[config.mk]
export PLATFORM = sky130hd
export DESIGN_NAME = fan_lut_entry_pairs
export DESIGN_NICKNAME = d
export VERILOG_FILES = /design/src/common/fan_lut_pkg.sv /design/src/logic/lut_evaluate.sv /design/src/logic/fan_lut_entry_pairs.sv
export SDC_FILE = /design/constraint.sdc
export NUM_CORES = 1
export LEC_CHECK = 0
export ABC_AREA = 0
export BUFFER_PORTS_ARGS = -buffer_cell sky130_fd_sc_hd__buf_2
export CAP_MARGIN = 20
export CELL_PAD_IN_SITES_DETAIL_PLACEMENT = 0
export CELL_PAD_IN_SITES_GLOBAL_PLACEMENT = 1
export CORE_UTILIZATION = 43
export CTS_BUF_LIST = sky130_fd_sc_hd__clkbuf_8
export CTS_CLUSTER_DIAMETER = 100
export CTS_CLUSTER_SIZE = 20
export DETAILED_ROUTE_END_ITERATION = 8
export PLACE_DENSITY = 0.8
export SYNTH_ARGS = -nofsm -noshare
export SYNTH_HDL_FRONTEND = slang
export SYNTH_SLANG_ARGS = --single-unit
[constraint.sdc]
create_clock -name hclk -period 4.5 [get_ports hclk]
set_input_delay 0.225 -clock hclk [delete_from_list [all_inputs] [get_ports hclk]]
set_output_delay 0.225 -clock hclk [all_outputs]
set_load 0.03 [all_outputs]
[src/common/fan_lut_pkg.sv]
package fan_lut_pkg;
    // register word indices; the byte address is four times the index
    localparam logic [7:0] addr_temp_limit_1 = 8'h50;
    localparam logic [7:0] addr_duty_value_1 = 8'h51;
    localparam logic [7:0] addr_temp_limit_2 = 8'h52;
    localparam logic [7:0] addr_duty_value_2 = 8'h53;
    localparam logic [7:0] addr_lut_offset   = 8'h4e;
    localparam logic [7:0] addr_lut_control  = 8'h60;
    localparam logic [7:0] addr_lut_status   = 8'h64;

    // power-on values
    localparam logic [7:0] temp_limit_reset  = 8'h7f;
    localparam logic [7:0] duty_value_reset  = 8'h3f;
    localparam logic [5:0] offset_reset      = 6'h00;

    // field positions and masks
    localparam int         temp_half_pos     = 7;
    localparam logic [7:0] duty_low_mask     = 8'h3f;
    localparam logic [7:0] temp_low_mask     = 8'h7f;
    localparam int         ctl_prog_pos      = 0;
    localparam int         ctl_temp_hi_pos   = 1;
    localparam int         ctl_duty_hi_pos   = 2;
    localparam int         ctl_freq_hi_pos   = 3;
    localparam logic [3:0] ctl_reset         = 4'h0;

    // one lookup entry as the evaluator sees it
    typedef struct packed {
        logic [7:0] temp_limit;
        logic [7:0] duty;
    } lut_entry_s;

    // mode bits that steer the evaluator
    typedef struct packed {
        logic temp_hi_res;
        logic duty_hi_res;
        logic freq_22k5;
    } lut_mode_s;

    typedef enum logic [1:0] {
        sel_none   = 2'b00,
        sel_entry1 = 2'b01,
        sel_entry2 = 2'b10
    } lut_sel_e;
endpackage : fan_lut_pkg

[src/logic/lut_evaluate.sv]
`timescale 1ns/1ps
// combinational evaluation of two entries against the remote temperature
module lut_evaluate
    import fan_lut_pkg::*;
(
    input  wire lut_entry_s entry1,
    input  wire lut_entry_s entry2,
    input  wire lut_mode_s  mode,
    input  wire logic [5:0] temp_offset,
    input  wire logic [8:0] remote_temp,
    input  wire logic [7:0] idle_duty,
    output logic [7:0]      duty_out,
    output lut_sel_e        sel
);
    // limit in half degrees, offset added, sign bit always taken as zero
    function automatic logic [9:0] eff_limit(input logic [7:0] raw,
                                             input logic       hi,
                                             input logic [5:0] off);
        logic [8:0] base;
        // bits 6:0 are whole degrees in both modes; bit 7 adds the half only in high-res
        base = hi ? {1'b0, raw[6:0], raw[temp_half_pos]} : {1'b0, raw[6:0], 1'b0};
        eff_limit = {1'b0, base} + {3'b000, off, 1'b0};
    endfunction : eff_limit

    // duty from an entry, upper bits only in high-res at 22.5 kHz
    function automatic logic [7:0] eff_duty(input logic [7:0] raw, input lut_mode_s m);
        eff_duty = (m.duty_hi_res && m.freq_22k5) ? raw : (raw & duty_low_mask);
    endfunction : eff_duty

    wire [9:0] lim1 = eff_limit(entry1.temp_limit, mode.temp_hi_res, temp_offset);
    wire [9:0] lim2 = eff_limit(entry2.temp_limit, mode.temp_hi_res, temp_offset);
    // low-res mode drops the half-degree bit of the reading
    wire [9:0] temp = mode.temp_hi_res ? {1'b0, remote_temp} : {1'b0, remote_temp[8:1], 1'b0};
    wire       over1 = temp > lim1;
    wire       over2 = temp > lim2;
    // pick the highest exceeded limit regardless of entry order
    wire       pick2 = over2 && (!over1 || lim2 >= lim1);
    wire       pick1 = over1 && !pick2;

    assign sel      = pick2 ? sel_entry2 : (pick1 ? sel_entry1 : sel_none);
    assign duty_out = pick2 ? eff_duty(entry2.duty, mode)
                    : (pick1 ? eff_duty(entry1.duty, mode) : idle_duty);
endmodule : lut_evaluate

[src/logic/fan_lut_entry_pairs.sv]
// The implementer's own choice: the AHB-Lite interface to the registers.
`timescale 1ns/1ps
// How it works
// - low-res temperature mode ignores limit bit 7 and reads it as zero.
// - high-res mode makes a 9-bit limit, 0 to 127.5 degrees, half steps.
// - low-res mode compares against limits of 0 to 127 degrees, one-degree steps.
// - temperature above an entry's limit selects that entry's duty as PWM value.
// - limits are non-negative; sign bit assumed zero.
// - lookup offset is added to every limit, reaching above 127 degrees.
// - low-res duty mode ignores duty bits 7:6 and reads them as zero.
// - high-res duty mode joins bits 7:6 with 5:0 into an 8-bit value.
// - duty extension bits act only at the 22.5 kHz PWM setting.
// - low-res PWM mode uses duty bits 5:0 alone.
// - each duty register sits at the address just above its limit register.
// - entries writable only while direct PWM programming bit is set.
// - lookup offset is unsigned, one-degree steps, at most 63 degrees.
module fan_lut_entry_pairs
    import fan_lut_pkg::*;
(
    input  wire logic        hclk,
    input  wire logic        hresetn,
    input  wire logic        hsel,
    input  wire logic [31:0] haddr,
    input  wire logic [1:0]  htrans,
    input  wire logic        hwrite,
    input  wire logic [2:0]  hsize,
    input  wire logic [31:0] hwdata,
    input  wire logic        hready,
    output logic [31:0]      hrdata,
    output logic             hreadyout,
    output logic             hresp,
    input  wire logic [8:0]  remote_temp,
    output logic [7:0]       pwm_value,
    output logic [1:0]       active_entry
);
    // stored registers
    logic [7:0] lut_temp_limit_1;
    logic [7:0] lut_duty_value_1;
    logic [7:0] lut_temp_limit_2;
    logic [7:0] lut_duty_value_2;
    logic [5:0] lut_temp_offset;
    logic [3:0] lut_control;
    // address phase capture
    logic       wr_pending;
    logic [7:0] wr_addr;
    // reading synchroniser, it comes from the conversion domain
    logic [8:0] temp_meta;
    logic [8:0] temp_sync;

    // readback view of a limit: bit 7 reads zero in low-res, the stored bit is kept
    function automatic logic [7:0] view_temp(input logic [7:0] raw, input logic hi);
        view_temp = hi ? raw : (raw & temp_low_mask);
    endfunction : view_temp

    // readback view of a duty: bits 7:6 read zero unless duty high-res is on
    function automatic logic [7:0] view_duty(input logic [7:0] raw, input logic hi);
        view_duty = hi ? raw : (raw & duty_low_mask);
    endfunction : view_duty

    // control bits: the entry write enable and the modes steering the evaluator
    wire        prog_enable = lut_control[ctl_prog_pos];
    lut_mode_s  mode;
    assign mode.temp_hi_res = lut_control[ctl_temp_hi_pos];
    assign mode.duty_hi_res = lut_control[ctl_duty_hi_pos];
    assign mode.freq_22k5   = lut_control[ctl_freq_hi_pos];

    // bus decode; registers sit one word apart, so the word index is haddr[9:2]
    wire        addr_phase = hsel && hready && htrans[1];
    wire [7:0]  reg_idx    = haddr[9:2];
    // anything above the index field or off word alignment maps to nothing
    wire        in_page    = (haddr[31:10] == '0) && (haddr[1:0] == '0);
    wire        entry_wr   = wr_pending && prog_enable;

    // per-register write strobes; entries need the programming bit, the rest do not
    wire        wr_temp1  = entry_wr && (wr_addr == addr_temp_limit_1);
    wire        wr_duty1  = entry_wr && (wr_addr == addr_duty_value_1);
    wire        wr_temp2  = entry_wr && (wr_addr == addr_temp_limit_2);
    wire        wr_duty2  = entry_wr && (wr_addr == addr_duty_value_2);
    wire        wr_offset = wr_pending && (wr_addr == addr_lut_offset);
    wire        wr_ctl    = wr_pending && (wr_addr == addr_lut_control);

    // readback views: limit bit 7 reads zero in low-res, duty bits 7:6 read zero unless duty high-res is on, whatever the PWM setting
    wire [7:0]  rd_temp1 = view_temp(lut_temp_limit_1, mode.temp_hi_res);
    wire [7:0]  rd_temp2 = view_temp(lut_temp_limit_2, mode.temp_hi_res);
    wire [7:0]  rd_duty1 = view_duty(lut_duty_value_1, mode.duty_hi_res);
    wire [7:0]  rd_duty2 = view_duty(lut_duty_value_2, mode.duty_hi_res);

    lut_entry_s entry1;
    lut_entry_s entry2;
    assign entry1.temp_limit = lut_temp_limit_1;
    assign entry1.duty       = lut_duty_value_1;
    assign entry2.temp_limit = lut_temp_limit_2;
    assign entry2.duty       = lut_duty_value_2;

    wire [7:0]  eval_duty;
    lut_sel_e   eval_sel;

    lut_evaluate u_eval (
        .entry1      (entry1),
        .entry2      (entry2),
        .mode        (mode),
        .temp_offset (lut_temp_offset),
        .remote_temp (temp_sync),
        .idle_duty   (8'h00),
        .duty_out    (eval_duty),
        .sel         (eval_sel)
    );

    // read mux, unmapped addresses read zero
    logic [7:0] next_rd;
    always_comb begin
        case (reg_idx)
            addr_temp_limit_1: next_rd = rd_temp1;
            addr_duty_value_1: next_rd = rd_duty1;
            addr_temp_limit_2: next_rd = rd_temp2;
            addr_duty_value_2: next_rd = rd_duty2;
            addr_lut_offset:   next_rd = {2'b00, lut_temp_offset};
            addr_lut_control:  next_rd = {4'h0, lut_control};
            addr_lut_status:   next_rd = {6'h00, eval_sel};
            default:           next_rd = 8'h00;
        endcase
    end

    // first synchroniser stage; nothing but the second stage reads it
    always_ff @(posedge hclk or negedge hresetn) begin
        if (!hresetn) begin
            temp_meta <= '0;
        end else begin
            temp_meta <= remote_temp;
        end
    end

    // second stage; a reading torn across bits settles one cycle later
    always_ff @(posedge hclk or negedge hresetn) begin
        if (!hresetn) begin
            temp_sync <= '0;
        end else begin
            temp_sync <= temp_meta;
        end
    end

    // a write is remembered until its data phase brings hwdata
    always_ff @(posedge hclk or negedge hresetn) begin
        if (!hresetn) begin
            wr_pending <= 1'b0;
        end else begin
            wr_pending <= addr_phase && hwrite && in_page;
        end
    end

    // word index of the pending write, only used while wr_pending is high
    always_ff @(posedge hclk or negedge hresetn) begin
        if (!hresetn) begin
            wr_addr <= '0;
        end else begin
            wr_addr <= reg_idx;
        end
    end

    // read data is launched in the address phase so it stands through the data phase
    always_ff @(posedge hclk or negedge hresetn) begin
        if (!hresetn) begin
            hrdata <= '0;
        end else if (addr_phase && !hwrite) begin
            // only the low byte carries a register, the rest reads zero
            hrdata <= in_page ? 32'(next_rd) : '0;
        end
    end

    // zero-wait slave: always ready
    always_ff @(posedge hclk or negedge hresetn) begin
        if (!hresetn) begin
            hreadyout <= 1'b1;
        end else begin
            hreadyout <= 1'b1;
        end
    end

    // locked or unmapped writes still answer OKAY; software cannot see a refusal
    always_ff @(posedge hclk or negedge hresetn) begin
        if (!hresetn) begin
            hresp <= 1'b0;
        end else begin
            hresp <= 1'b0;
        end
    end

    // limit of entry 1; all eight bits are stored whatever the mode
    always_ff @(posedge hclk or negedge hresetn) begin
        if (!hresetn) begin
            lut_temp_limit_1 <= temp_limit_reset;
        end else if (wr_temp1) begin
            lut_temp_limit_1 <= hwdata[7:0];
        end
    end

    // duty of entry 1; a locked write is dropped silently
    always_ff @(posedge hclk or negedge hresetn) begin
        if (!hresetn) begin
            lut_duty_value_1 <= duty_value_reset;
        end else if (wr_duty1) begin
            lut_duty_value_1 <= hwdata[7:0];
        end
    end

    // limit of entry 2
    always_ff @(posedge hclk or negedge hresetn) begin
        if (!hresetn) begin
            lut_temp_limit_2 <= temp_limit_reset;
        end else if (wr_temp2) begin
            lut_temp_limit_2 <= hwdata[7:0];
        end
    end

    // duty of entry 2
    always_ff @(posedge hclk or negedge hresetn) begin
        if (!hresetn) begin
            lut_duty_value_2 <= duty_value_reset;
        end else if (wr_duty2) begin
            lut_duty_value_2 <= hwdata[7:0];
        end
    end

    // offset is always writable; six bits cap it at 63 degrees by construction
    always_ff @(posedge hclk or negedge hresetn) begin
        if (!hresetn) begin
            lut_temp_offset <= offset_reset;
        end else if (wr_offset) begin
            lut_temp_offset <= hwdata[5:0];
        end
    end

    // control is always writable, else the entries could never be unlocked
    always_ff @(posedge hclk or negedge hresetn) begin
        if (!hresetn) begin
            lut_control <= ctl_reset;
        end else if (wr_ctl) begin
            lut_control <= hwdata[3:0];
        end
    end

    // duty toward the PWM generator, one cycle behind the evaluator
    always_ff @(posedge hclk or negedge hresetn) begin
        if (!hresetn) begin
            pwm_value <= '0;
        end else begin
            pwm_value <= eval_duty;
        end
    end

    // which entry is driving the duty, registered beside it so both move together
    always_ff @(posedge hclk or negedge hresetn) begin
        if (!hresetn) begin
            active_entry <= '0;
        end else begin
            active_entry <= eval_sel;
        end
    end
endmodule : fan_lut_entry_pairs

== Word level (Yosys, flattened, before mapping) ==
Cells that the tools add are included.

* Add/sub/neg operators: 2
* Reduce and logical (&&, ||, !) cells: 22
* Muxes and demuxes: 15
* Equality and inequality tests: 13
* Order comparisons: 3

{| class="wikitable"
|+ Operator list
! operator !! number
|-
| == test 8 x 7 -> 1 bit, second input constant || 13
|-
| two-way mux 8 bit || 9
|-
| one-hot mux 8 bit (7 select lines) || 1
|-
| logical NOT 22 bit || 1
|-
| greater-than comparator 9 x 10 -> 1 bit || 2
|-
| adder 8 x 7 -> 9 bit || 2
|-
| logical AND 1 bit || 16
|-
| greater-or-equal comparator 10 bit || 1
|-
| two-way mux 1 bit || 4
|-
| logical NOT 1 bit || 3
|-
| logical NOT 2 bit || 1
|-
| two-way mux 2 bit || 1
|-
| logical OR 1 bit || 1
|}

* Input port bits: 83
* Bits in registers: 111

== Depth between registers and ports, before layout ==
* Depth in word-level cells: 12
* Mapped depth: 16
* Depth with buffers taken out: 15

== Modules after synthesis ==
A second synthesis with hierarchy kept.

* Cell total of the unflattened synthesis: 451
* Area total of the unflattened synthesis: 5,149.9 um2

{| class="wikitable"
|+ Modules (own cells, without submodules)
! module !! sequential area each (um2) !! area each (um2) !! cells an instance !! instances
|-
| fan_lut_entry_pairs || 2,209.6 || 3,633.5 || 267 || 1
|-
| lut_evaluate || 0.0 || 1,516.5 || 184 || 1
|}

== Worst setup path before layout ==
OpenSTA, ideal clock, no wires.

* Path type: reg-to-reg
* Start: register lut_temp_offset[0]
* End: register hrdata[1]
* Setup slack: 0.997 ns
* Stages on the path, launching flop included: 14
* Arrival: 3.377 ns
* Data required time: 4.374 ns
* Path buffers: 0
* Library setup time: 0.126 ns
* Path through: dfrtp_1 -> ha_1 -> fa_1 -> a21o_2 -> a21oi_1 -> xor2_1 -> inv_1 -> ha_1 -> and3_1 -> a311oi_1 -> nand3_1 -> a311oi_1 -> a21oi_2 -> a221o_1

* Longest elaborated chain between the ends: 8
* Elaborated cells between the ends (all ways): 11
* Classes of those cells: 2 x add/sub; 3 x order compare; 3 x mux; 3 x reduce/logical

{| class="wikitable"
|+ Ends and longest elaborated chain
! item !! RTL line !! text
|-
| from (decl) || fan_lut_entry_pairs.sv:41 || <nowiki>logic [5:0] lut_temp_offset;</nowiki>
|-
| from (signal assigned) || fan_lut_entry_pairs.sv:227 || <nowiki>lut_temp_offset <= offset_reset;</nowiki>
|-
| from (signal assigned) || fan_lut_entry_pairs.sv:229 || <nowiki>lut_temp_offset <= hwdata[5:0];</nowiki>
|-
| adder 8 x 7 -> 9 bit || lut_evaluate.sv:22 || <nowiki>eff_limit = {1'b0, base} + {3'b000, off, 1'b0};</nowiki>
|-
| greater-than comparator 9 x 10 -> 1 bit || lut_evaluate.sv:34 || <nowiki>wire over1 = temp > lim1;</nowiki>
|-
| logical NOT 1 bit || lut_evaluate.sv:37 || <nowiki>wire pick2 = over2 && (!over1 || lim2 >= lim1);</nowiki>
|-
| logical OR 1 bit || lut_evaluate.sv:37 ||
|-
| logical AND 1 bit * || lut_evaluate.sv:37 ||
|-
| two-way mux 2 bit * || lut_evaluate.sv:40 || <nowiki>assign sel = pick2 ? sel_entry2 : (pick1 ? sel_entry1 : sel_none);</nowiki>
|-
| net eval_sel[1] || fan_lut_entry_pairs.sv:96 || <nowiki>lut_sel_e eval_sel;</nowiki>
|-
| one-hot mux 8 bit (7 select lines) * || fan_lut_entry_pairs.sv:112 || <nowiki>case (reg_idx)</nowiki>
|-
| two-way mux 8 bit * || fan_lut_entry_pairs.sv:166 || <nowiki>hrdata <= in_page ? 32'(next_rd) : '0;</nowiki>
|-
| to (signal assigned) || fan_lut_entry_pairs.sv:166 ||
|-
| to (decl) || fan_lut_entry_pairs.sv:29 || <nowiki>output logic [31:0] hrdata,</nowiki>
|}

The timed path passes the listed nets; every way through them passes the cells marked *.
A chain may end at the register's enable or synchronous reset.

== Worst setup path after layout ==
* Start: register lut_temp_offset[0]
* End: register pwm_value[5]

* Longest elaborated chain between the ends: 9
* Elaborated cells between the ends (all ways): 12
* Classes of those cells: 2 x add/sub; 3 x order compare; 2 x mux; 5 x reduce/logical

{| class="wikitable"
|+ Ends and longest elaborated chain
! item !! RTL line !! text
|-
| adder 8 x 7 -> 9 bit || lut_evaluate.sv:22 ||
|-
| greater-than comparator 9 x 10 -> 1 bit || lut_evaluate.sv:34 ||
|-
| logical NOT 1 bit || lut_evaluate.sv:37 ||
|-
| logical OR 1 bit || lut_evaluate.sv:37 ||
|-
| logical AND 1 bit || lut_evaluate.sv:37 ||
|-
| logical NOT 1 bit || lut_evaluate.sv:38 || <nowiki>wire pick1 = over1 && !pick2;</nowiki>
|-
| logical AND 1 bit || lut_evaluate.sv:38 ||
|-
| two-way mux 8 bit || lut_evaluate.sv:42 || <nowiki>: (pick1 ? eff_duty(entry1.duty, mode) : idle_duty);</nowiki>
|-
| two-way mux 8 bit * || lut_evaluate.sv:41 || <nowiki>assign duty_out = pick2 ? eff_duty(entry2.duty, mode)</nowiki>
|-
| net eval_duty[5] || fan_lut_entry_pairs.sv:95 || <nowiki>wire [7:0] eval_duty;</nowiki>
|-
| to (signal assigned) || fan_lut_entry_pairs.sv:247 || <nowiki>pwm_value <= eval_duty;</nowiki>
|-
| to (decl) || fan_lut_entry_pairs.sv:33 || <nowiki>output logic [7:0] pwm_value,</nowiki>
|}

Marks and branches as above.

==> impl_metrics.tcl <==
set metrics [dict create \
    ant_nets 0 \
    drv_slew 0 \
    io_pins 127 \
    diodes 0 \
    utilization_pct 51.71 \
    pwr_density_cell_nw_per_um2 299.9 \
    die_w_um 107.8 \
    worstPathRequired_ps 4800 \
    clock_sinks 87 \
    maxCapViolations 0 \
    clock-root-buffer "clkbuf_8" \
    die_area_um2 11620 \
    antenna_found_initial 0 \
    grt_pass1_vias 3367 \
    synthTopCellsByArea "dfrtp_1 32%, dfstp_2 14%, mux2_2 10%" \
    relSlewSlack_pct 33.62 \
    final_hold_viol_count 0 \
    ir_drop_uv 135.6 \
    max_freq_mhz 244.7 \
    finalWeightedCongestion 0.8300 \
    drt-total-wl_mm 10.58 \
    place_ws_ps 455.1 \
    path_clk_slew_ps 90 \
    num-nets-final 629 \
    place_inst 621 \
    start_util_pct 44.20 \
    htree_levels 3 \
    hold_class "input port to flip-flop" \
    cts_buffers 9 \
    numPortBuffers 72 \
    grt_pass1_wl_mm 16.96 \
    post-synth-top-area-fraction_pct 31.72 \
    end_kind "flip-flop" \
    die_y_um 107.8 \
    drtIter0Drc 129 \
    insertion_delay_ps 370 \
    yosysSeqAreaShare_pct 45.92 \
    cpMaxStageDelayCell "o21a_1" \
    synth.most_common_cell "dfrtp_1" \
    clock_skew_ps 10.83 \
    tns_ps 0 \
    cts_tree "done" \
    clock_path_buffers 2 \
    cts_setup_buffers 0 \
    core-area_um2 10890 \
    worst_path_largest_cell_delay_ps 520 \
    grt_overflow 0 \
    outcome "finished clean" \
    avgSynthCellArea_um2 11.54 \
    synth_edf_count 0 \
    vias 3485 \
    grt_max_degree 88 \
    drive_above_1_share_pct 34.70 \
    track_usage_pct 19.62 \
    rsz0062_at_grt "false" \
    cp_cell_sequence "ha_1, fa_1, a21o_2, a21oi_1, xor2_1, inv_1, ha_1, and3_1, a311oi_1, nand3_1, a311oi_1, o21a_1, a22o_2" \
    setup_viol 0 \
    finalPower_w 0.001689 \
    wire_per_inst_um 16.21 \
    ys_ff_latch 87 \
    cp_max_fo 10 \
    fin_crit_ps 4087 \
    via_per_inst 5.337 \
    start_kind "flip-flop" \
    rows 38 \
    postLayoutSetupSlackWorst_ps 413.2 \
    worst-setup-path-type "flip-flop to flip-flop" \
    synthTopCellsByCount "61 x dfrtp_1, 43 x mux2_2, 36 x ha_1" \
    worst_slew_pin_slew_ps 987.4 \
    areaGrowthSynthToFinish_pct 17.00 \
    instances_no_fill 653 \
    synth_area_um2 4812 \
    ys_types 54 \
    ys_warn_count 0 \
    critPathArrivalTime_ps 4390 \
    dp_hpwl_mm 7.931 \
    synthCells 417 \
    finalCritPeriodShare_pct 90.82 \
    drc 0 \
    yosys.area.top_type "dfrtp_1" \
    p_leak_nw 2.715 \
    async_reset_ff_share_pct 100.0 \
    firstDrtPassIters 5 \
    synth-main-ff-cell "dfrtp_1" \
]
==> worst max-delay path, delay by kind of cell (launching register included) <==
kind / cells / cell delay [ps]
compound gates: 6 / 1910
xor+xnor: 1 / 280
fa+ha+maj: 3 / 990
buf+inv: 1 / 80
flops: 1 / 430
simple gates: 2 / 340
==> sequential cells by signal, indices dropped and copies added, names as in the netlist, 2 cells and up <==
name / cells
temp_meta: 9
temp_sync: 9
hrdata: 8
lut_duty_value_1: 8
lut_duty_value_2: 8
lut_temp_limit_1: 8
lut_temp_limit_2: 8
pwm_value: 8
wr_addr: 8
lut_temp_offset: 6
lut_control: 4
active_entry: 2
==> placed cells by master, fill, tap and decap left out, types with 7 or more instances in the layout <==
cell type	instances
a21oi_1	13
and3_1	7
buf_2	71
clkbuf_8	9
conb_1	26
dfrtp_1	61
dfstp_2	26
dlygate4sd3_1	15
ha_1	36
inv_1	25
mux2_2	43
nand2_1	23
nand3_1	8
nor2_1	15
nor2b_1	10
nor4_1	7
o21ai_0	14
==> metrics by stage <==
step	instance area [um2]	hold WS, ps
after floorplan	4902	-70.59
after global placement	5225	333.4
after detailed placement	5225	334.7
after CTS	5593	7.839
after global routing	5630	9.967
final	5630	24.06
==> cell families (layout without fill, tap and decap cells) <==
logic type | after synthesis | after routing | share of synthesized area, %
flip-flops | 87 | 87 | 45.92
buffers and inverters | 58 | 130 | 6.708
AO/OA/AOI/OAI | 78 | 78 | 12.35
adder cells (fa/ha/maj) | 38 | 38 | 10.19
XOR/XNOR | 7 | 7 | 1.274
multiplexers | 52 | 52 | 13.08
other | 2 | 26 | 0.1561
AND/OR/NAND/NOR | 95 | 95 | 10.32
==> cell type report <==
cell class,instances,area (um2)
Tap cell,140,175.2
Fill cell,971,5258
Clock buffer,9,123.9
Timing Repair Buffer,89,548.0
Multi-Input combinational cell,296,2376
Inverter,25,93.84
Clock inverter,7,103.9
Sequential cell,87,2210
==> final timing paths <==
check                                            to                from  slack [ps]  cells past startpoint
worst max-delay path                   pwm_value[5]  lut_temp_offset[0]         410                     13
worst min register to register         temp_sync[1]        temp_meta[1]         350                      0
worst max register to register         pwm_value[5]  lut_temp_offset[0]         410                     13
max in group asynchronous       lut_temp_limit_2[4]             hresetn        3600                      3
min in group asynchronous              temp_meta[6]             hresetn         250                      2
worst min-delay path                     wr_addr[2]            haddr[4]          20                      1
==> what timing repair did <==
action / 4_1_cts / 5_1_grt
hold buffers: 14 / 1
gates resized for setup: 0 / 0
hold endpoints to repair: 14 / 14
==> routing by layer <==
layer | global-route usage, % | wire (um)
met2 | 33.38 | 5195
met3 | 3.329 | 456
met5 | 0 | 0
met4 | 6.067 | 132
met1 | 25.42 | 4798
==> where the power goes <==
group / switching, W / leakage (nW) / internal [W]
Sequential: 0.0000171 / 1.04 / 0.000811
Clock: 0.000295 / 0.113 / 0.000320
Combinational: 0.000151 / 1.56 / 0.0000947
Total: 0.000463 / 2.72 / 0.00123
No activity file was read; power rests on OpenSTA's default activity.
